`config.mk`:
```
export PLATFORM = sky130hd
export DESIGN_NAME = bsc_sysctl
export DESIGN_NICKNAME = d
export VERILOG_FILES = /design/src/bsc_irq_map.v /design/src/bsc_sysctl.v
export VERILOG_INCLUDE_DIRS = /design/src
export SDC_FILE = /design/constraint.sdc
export NUM_CORES = 1
export LEC_CHECK = 0
export BUFFER_PORTS_ARGS = -buffer_cell sky130_fd_sc_hd__buf_2
export CAP_MARGIN = 40
export CORE_MARGIN = 4
export CORE_UTILIZATION = 40
export CTS_BUF_LIST = sky130_fd_sc_hd__clkbuf_8
export CTS_CLUSTER_SIZE = 30
export DETAILED_ROUTE_END_ITERATION = 7
export PLACE_DENSITY = 0.7
export SETUP_SLACK_MARGIN = 0.3
export SLEW_MARGIN = 10
export SYNTH_ARGS = -nofsm -noshare
export SYNTH_HDL_FRONTEND = slang
export SYNTH_SLANG_ARGS = --single-unit
```
`constraint.sdc`:
```
create_clock -name clk -period 1.33 [get_ports clk]
set_input_delay 0.0665 -clock clk [delete_from_list [all_inputs] [get_ports clk]]
set_output_delay 0.0665 -clock clk [all_outputs]
set_load 0.02 [all_outputs]
```
`src/bsc_map.vh`:
```
`ifndef BSC_MAP_VH
`define BSC_MAP_VH
`define BSC_OFF_SYSCTL 8'h80
`define BSC_RESET_VALUE 32'h00000020
`define BSC_ROT_HI 31
`define BSC_ROT_LO 30
`define BSC_TIE2_BIT 29
`define BSC_TIE3_BIT 28
`define BSC_CLKDIR_BIT 27
`define BSC_ROUTE_BIT 26
`define BSC_FLAG_BIT 25
`define BSC_IRQEN_BIT 24
`define BSC_RSVD23_BIT 23
`define BSC_RPIN_BIT 22
`define BSC_VPROT_BIT 21
`define BSC_RZV_BIT 20
`define BSC_DREQEN_BIT 19
`define BSC_CHAN_HI 18
`define BSC_CHAN_LO 16
`define BSC_LOW_HI 15
`define BSC_LOW_RESET 16'h0020
`define BSC_ROT_ABC 2'h0
`define BSC_ROT_BCD1 2'h1
`define BSC_ROT_BCD2 2'h2
`define BSC_ROT_CDA 2'h3
`define BSC_PIN_INTA 8'h01
`define BSC_PIN_INTB 8'h02
`define BSC_PIN_INTC 8'h03
`endif

```
`src/bsc_irq_map.v`:
```
`timescale 1ns/1ps
`include "bsc_map.vh"
module bsc_irq_map (
	input wire [1:0] rotation,
	input wire tie_two,
	input wire tie_all,
	input wire [2:0] irq_in,
	output reg [3:0] slot_out
);
	reg [2:0] merged;
	always @* begin
		merged = irq_in;
		if (tie_all) begin
			merged = {2'h0, |irq_in};
		end else if (tie_two) begin
			merged = {irq_in[2], 1'b0, irq_in[1] | irq_in[0]};
		end
		case (rotation)
			`BSC_ROT_ABC: slot_out = {1'b0, merged};
			`BSC_ROT_BCD1: slot_out = {merged, 1'b0};
			`BSC_ROT_BCD2: slot_out = {merged, 1'b0};
			`BSC_ROT_CDA: slot_out = {merged[1:0], 1'b0, merged[2]};
			default: slot_out = {1'b0, merged};
		endcase
	end
endmodule // bsc_irq_map

```
`src/bsc_sysctl.v`:
```
`timescale 1ns/1ps
`include "bsc_map.vh"
module bsc_sysctl (
	input wire clk,
	input wire rst_n,
	input wire glob_rst_n,
	input wire cfg_wr,
	input wire cfg_rd,
	input wire cfg_func,
	input wire [7:0] cfg_addr,
	input wire [3:0] cfg_be,
	input wire [31:0] cfg_wdata,
	output reg [31:0] cfg_rdata,
	output reg cfg_hit,
	input wire [1:0] power_write_strobe,
	input wire [2:0] internal_irq,
	input wire [1:0] card_inserted,
	input wire [1:0] card_dma_req,
	output reg [3:0] irq_slot,
	output reg [7:0] irq_pin_value,
	output reg switch_clock_direction,
	output reg [1:0] power_write_irq_isa2,
	output reg [1:0] card_status_change_irq,
	output reg [1:0] reserved_pin_drive_low,
	output reg [1:0] reserved_pin_oe,
	output reg [1:0] supply_protect_disable,
	output reg card_addr_float,
	output reg [1:0] card_dma_request,
	output reg [2:0] card_dma_channel
);
	reg [1:0] interrupt_slot_rotation_reg;
	reg tie_first_two_interrupts_reg;
	reg tie_three_interrupts_reg;
	reg switch_clock_direction_reg;
	reg power_write_irq_route_reg;
	reg [1:0] power_write_flag_reg;
	reg power_write_irq_enable_reg;
	reg reserved_pin_drive_reg;
	reg [1:0] supply_protect_disable_reg;
	reg reduced_video_reg;
	reg card_dma_request_enable_reg;
	reg [2:0] card_dma_channel_reg;
	reg [15:0] low_half_reg;
	reg [1:0] ins_s1_reg;
	reg [1:0] ins_s2_reg;
	reg [1:0] dreq_s1_reg;
	reg [1:0] dreq_s2_reg;
	reg [2:0] irq_s1_reg;
	reg [2:0] irq_s2_reg;
	wire [3:0] slot_next;
	wire sel;
	wire wr_hi;
	wire wr_lo;
	wire [1:0] flag_clr;
	wire [1:0] flag_set;
	wire wr_b1;
	wire wr_b0;
	wire [1:0] isa2_next;
	wire [1:0] csc_next;
	wire [1:0] oe_next;
	wire [1:0] dreq_next;
	// one byte lane of this doubleword is written in this cycle
	function lane_wr;
		input wr;
		input hit;
		input [3:0] be;
		input [1:0] lane;
		begin
			lane_wr = wr & hit & be[lane];
		end
	endfunction
	assign sel = (cfg_addr == `BSC_OFF_SYSCTL);
	assign wr_hi = lane_wr(cfg_wr, sel, cfg_be, 2'h3);
	assign wr_lo = lane_wr(cfg_wr, sel, cfg_be, 2'h2);
	assign wr_b1 = lane_wr(cfg_wr, sel, cfg_be, 2'h1);
	assign wr_b0 = lane_wr(cfg_wr, sel, cfg_be, 2'h0);
	// both functions map the same register; global bits are shared by construction
	// clear is per function socket; a simultaneous set still wins
	assign flag_clr = {cfg_func, ~cfg_func} & {2{wr_hi & cfg_wdata[`BSC_FLAG_BIT]}};
	assign flag_set = power_write_strobe & {2{power_write_irq_enable_reg}};
	// per-socket fan-out keeps each socket's pulse on exactly one route
	genvar sock;
	generate
		for (sock = 0; sock < 2; sock = sock + 1) begin : g_sock
			assign isa2_next[sock] = flag_set[sock] & ~power_write_irq_route_reg;
			assign csc_next[sock] = flag_set[sock] & power_write_irq_route_reg;
			// pins float unless a card sits in the socket and the drive bit is set
			assign oe_next[sock] = ins_s2_reg[sock] & reserved_pin_drive_reg;
			assign dreq_next[sock] = dreq_s2_reg[sock] & card_dma_request_enable_reg;
		end
	endgenerate
	// global bits only see the global reset, not the bus reset
	always @(posedge clk) begin
		if (!glob_rst_n) begin
			interrupt_slot_rotation_reg <= 2'h0;
			tie_first_two_interrupts_reg <= 1'b0;
			switch_clock_direction_reg <= 1'b0;
			power_write_irq_route_reg <= 1'b0;
			power_write_flag_reg <= 2'h0;
			power_write_irq_enable_reg <= 1'b0;
			reserved_pin_drive_reg <= 1'b0;
			supply_protect_disable_reg <= 2'h0;
			reduced_video_reg <= 1'b0;
			card_dma_request_enable_reg <= 1'b0;
			card_dma_channel_reg <= 3'h0;
			low_half_reg <= `BSC_LOW_RESET;
		end else begin
			power_write_flag_reg <= (power_write_flag_reg & ~flag_clr) | flag_set;
			if (wr_hi) begin
				interrupt_slot_rotation_reg <= cfg_wdata[`BSC_ROT_HI:`BSC_ROT_LO];
				tie_first_two_interrupts_reg <= cfg_wdata[`BSC_TIE2_BIT];
				switch_clock_direction_reg <= cfg_wdata[`BSC_CLKDIR_BIT];
				power_write_irq_route_reg <= cfg_wdata[`BSC_ROUTE_BIT];
				power_write_irq_enable_reg <= cfg_wdata[`BSC_IRQEN_BIT];
			end
			if (wr_lo) begin
				reserved_pin_drive_reg <= cfg_wdata[`BSC_RPIN_BIT];
				if (cfg_func) begin
					supply_protect_disable_reg[1] <= cfg_wdata[`BSC_VPROT_BIT];
				end else begin
					supply_protect_disable_reg[0] <= cfg_wdata[`BSC_VPROT_BIT];
				end
				reduced_video_reg <= cfg_wdata[`BSC_RZV_BIT];
				card_dma_request_enable_reg <= cfg_wdata[`BSC_DREQEN_BIT];
				card_dma_channel_reg <= cfg_wdata[`BSC_CHAN_HI:`BSC_CHAN_LO];
			end
			if (wr_b1) begin
				low_half_reg[15:8] <= cfg_wdata[15:8];
			end
			if (wr_b0) begin
				low_half_reg[7:0] <= cfg_wdata[7:0];
			end
		end
	end
	// bit 28 is not marked global, so the bus reset clears it
	always @(posedge clk) begin
		// either reset clears it
		if (!rst_n || !glob_rst_n) begin
			tie_three_interrupts_reg <= 1'b0;
		end else if (wr_hi) begin
			tie_three_interrupts_reg <= cfg_wdata[`BSC_TIE3_BIT];
		end
	end
	bsc_irq_map u_map (
		.rotation(interrupt_slot_rotation_reg),
		.tie_two(tie_first_two_interrupts_reg),
		.tie_all(tie_three_interrupts_reg),
		.irq_in(irq_s2_reg),
		.slot_out(slot_next)
	);
	always @(posedge clk) begin
		if (!rst_n) begin
			ins_s1_reg <= 2'h0;
			ins_s2_reg <= 2'h0;
			dreq_s1_reg <= 2'h0;
			dreq_s2_reg <= 2'h0;
			irq_s1_reg <= 3'h0;
			irq_s2_reg <= 3'h0;
			cfg_rdata <= 32'h00000000;
			cfg_hit <= 1'b0;
			irq_slot <= 4'h0;
			irq_pin_value <= `BSC_PIN_INTA;
			switch_clock_direction <= 1'b0;
			power_write_irq_isa2 <= 2'h0;
			card_status_change_irq <= 2'h0;
			reserved_pin_drive_low <= 2'h0;
			reserved_pin_oe <= 2'h0;
			supply_protect_disable <= 2'h0;
			card_addr_float <= 1'b0;
			card_dma_request <= 2'h0;
			card_dma_channel <= 3'h0;
		end else begin
			// two stages first, socket pins are not on this clock
			ins_s1_reg <= card_inserted;
			ins_s2_reg <= ins_s1_reg;
			dreq_s1_reg <= card_dma_req;
			dreq_s2_reg <= dreq_s1_reg;
			irq_s1_reg <= internal_irq;
			irq_s2_reg <= irq_s1_reg;
			cfg_hit <= (cfg_rd | cfg_wr) & sel;
			// unmapped reads return zero
			if (cfg_rd & sel) begin
				cfg_rdata <= {interrupt_slot_rotation_reg, tie_first_two_interrupts_reg,
					tie_three_interrupts_reg, switch_clock_direction_reg, power_write_irq_route_reg,
					power_write_flag_reg[cfg_func], power_write_irq_enable_reg, 1'b0,
					reserved_pin_drive_reg, supply_protect_disable_reg[cfg_func], reduced_video_reg,
					card_dma_request_enable_reg, card_dma_channel_reg, low_half_reg};
			end else begin
				cfg_rdata <= 32'h00000000;
			end
			// slot map is combinational, the flop keeps the output glitch free
			irq_slot <= slot_next;
			// with tie-all every function reports slot A
			irq_pin_value <= (tie_three_interrupts_reg || !cfg_func) ? `BSC_PIN_INTA : `BSC_PIN_INTB;
			switch_clock_direction <= switch_clock_direction_reg;
			power_write_irq_isa2 <= isa2_next;
			card_status_change_irq <= csc_next;
			reserved_pin_drive_low <= 2'h0;
			reserved_pin_oe <= oe_next;
			supply_protect_disable <= supply_protect_disable_reg;
			card_addr_float <= reduced_video_reg;
			card_dma_request <= dreq_next;
			card_dma_channel <= card_dma_channel_reg;
		end
	end
endmodule // bsc_sysctl

```
==> run metrics <==
unrepaired setup endpoints after global routing yes; Die Y ~100 um; number of enable-type register cells in the synthesized netlist 0; synth cell count leaders 100 x dfxtp_1, 66 x nand2_1, 44 x and2_1, 33 x mux2i_1, 14 x clkbuf_1; sequential element share of the synthesized area 58.03%; effective utilization at floorplan a little over 40%; fmax ~0.81 GHz; WP data arrival 1.47 ns; fraction of final layout cells with drive strength greater than 1 32.93%; longest individual stage delay on the worst path around 0.37 ns; first-pass GRT wire length 12190 um; number of remaining DRC errors 0; root buffer cell clkbuf_8; total I/O pin count 121; vias in the first global route 2650; largest net degree at the start of global routing 48; minimum clock period roughly 1.2 ns; Pwr Density 1045 nW/um2; Largest register FFs 31; IO buf count 110; Final HPWL DP 5219 um; async set or reset register ratio after synthesis 0%; Worst IR Drop VDD 0.0005664 V; Non-Filler Instances ~610; critical path fanouts, max 4; total negative slack 0 ns; depth of the CTS H-tree 3; cell count after synthesis 336; path category of the worst min-delay check in2reg; post-route fraction of the period consumed by the critical path 92.53%; final-stage net count 557; Yosys warning total 0; clock buffer count from CTS 9; endpoint kind of the worst setup timing path flop; clock skew 0.005420 ns; library cell contributing the largest single delay on the critical path dfxtp_4; number of hold violations in the final report 0; Die W roughly 100 um; ranking of synthesized cells by area dfxtp_1 58%, mux2i_1 9.6%, and2_1 8.0%; final worst slack 0.09934 ns; worst slack at placement -0.1992 ns; cell family with the largest share of critical-path delay compound AO/OA/AOI/OAI gates; Avg Synthesized Cell Area 10.27 um2; total power after layout 5.186 mW; leak pwr 2.241 nW; drt first-iter violations 60; clock slew seen by the registers of the worst setup and hold paths approximately 0.09 ns; result of the run finished, final reports clean; synthesis-to-finish area growth 43.85%; critical path required time 1.57 ns; cell type with the highest aggregate area in the netlist dfxtp_1; total routing usage reported by global routing 15.25%; count of different cell masters after synthesis 37; Routed wire per std cell 12.82 um; overall die area about 10000 um2; final-report max-slew violation count 0; ANT nets after route 0; total gr overflow 0; category of the worst setup path launch point flop; Worst Path Buf+Inv 1; iteration count of the initial detailed-routing pass 4; critical path start-end classification reg2reg; list of cells traversed by the critical path inv_4 -> ha_4 -> and3b_1 -> a31o_2 -> a32o_1; post-synthesis instance area ~3400 um2; antenna violations before repair 1; Seq cells post-synth 100; total inserted antenna cells 0; CTS tree yes; max-capacitance violation count 0; area of the core between 8000 and 9000 um2; dpl cells 543; total clock sinks 100; Worst Hold Margin around 0.067 ns; final weighted congestion in routability-driven placement roughly 0.76; number of endpoints failing setup at the final stage 0; std cell rows 33; CTS Buffer Depth 2; post-DR vias/cell approximately 4.5; clock latency on the worst-skew pair approximately 0.34 ns; proportion of netlist area held by the largest area contributor 58.03%; vias 2707; dominant register cell in the synthesized netlist dfxtp_1; most frequent cell after synthesis dfxtp_1; Detailed Route WL around 7800 um
## timing repair
item                                   in CTS  in global routing
pin swaps                                   4                 13
setup endpoints to repair                  34                 36
buffers inserted                            5                  2
hold buffers                               39                  0
resized for setup                          12                 18
gates cloned                                1                  0
endpoints found under the hold margin      42                  0
## worst paths after layout
check | start | endpoint | slack [ns] | cells past startpoint
min | cfg_rd | cfg_hit | 0.07 | 3
max | interrupt_slot_rotation_reg[0] | irq_slot[2] | 0.1 | 5
min reg2reg | irq_s1_reg[0] | irq_s2_reg[0] | 0.43 | 1
max reg2reg | interrupt_slot_rotation_reg[0] | irq_slot[2] | 0.1 | 5
## cells in the final DEF (no fill, tap or decap), types with 4 or more instances in the layout
cell	n
inv_1	5
clkbuf_8	11
nor3_1	8
buf_2	107
dlygate4sd3_1	39
buf_12	6
dfxtp_1	98
nor3_4	5
and2_1	44
buf_6	7
buf_4	7
nand2_1	66
mux2i_1	31
and3_1	6
nor2_1	9
conb_1	9
nand3_1	4
## tightest hold or removal path: cells and delay by family
kind                   cells  cell delay, ns
buffers and inverters      1            0.11
AND/OR/NAND/NOR            1            0.05
AO/OA/AOI/OAI              1            0.14
## stage by stage
stage,utilization (%),instance area (um2)
5_1_grt,59.79,4962
3_5_place_dp,50.46,4188
4_1_cts,58.65,4867
6_report,59.79,4962
2_1_floorplan,-,3505
3_3_place_gp,50.46,4188
## layout make-up
cell class / count / area (um2)
fill: 679 / 3337
sequential: 100 / 2007
multi-input combinational: 212 / 1419
timing repair buffer: 167 / 1192
clock buffer: 11 / 151.4
tap: 105 / 131.4
clock inverter: 5 / 36.28
inverter: 6 / 25.02
## layer usage
layer	global-route usage [%]	share of wire, %
met1	18.04	43
met2	26.48	49
met3	4.775	7.1
met4	4.352	1.1
met5	0	0.090
## cell families after synthesis
group	count (synthesis)	share of synthesized area (%)
adder cells (fa/ha/maj)	2	0.7253
other	1	0.1087
multiplexers	33	9.576
buffers and inverters	32	4.788
AO/OA/AOI/OAI	12	2.720
flip-flops	100	58.03
AND/OR/NAND/NOR	156	24.05
## report_power, final
group          total, mW  switching, mW  internal, mW
Clock               1.79           1.00         0.787
Sequential          3.02        0.00648          3.02
Combinational      0.373          0.176         0.197
Power figures use the tool's default switching activity.
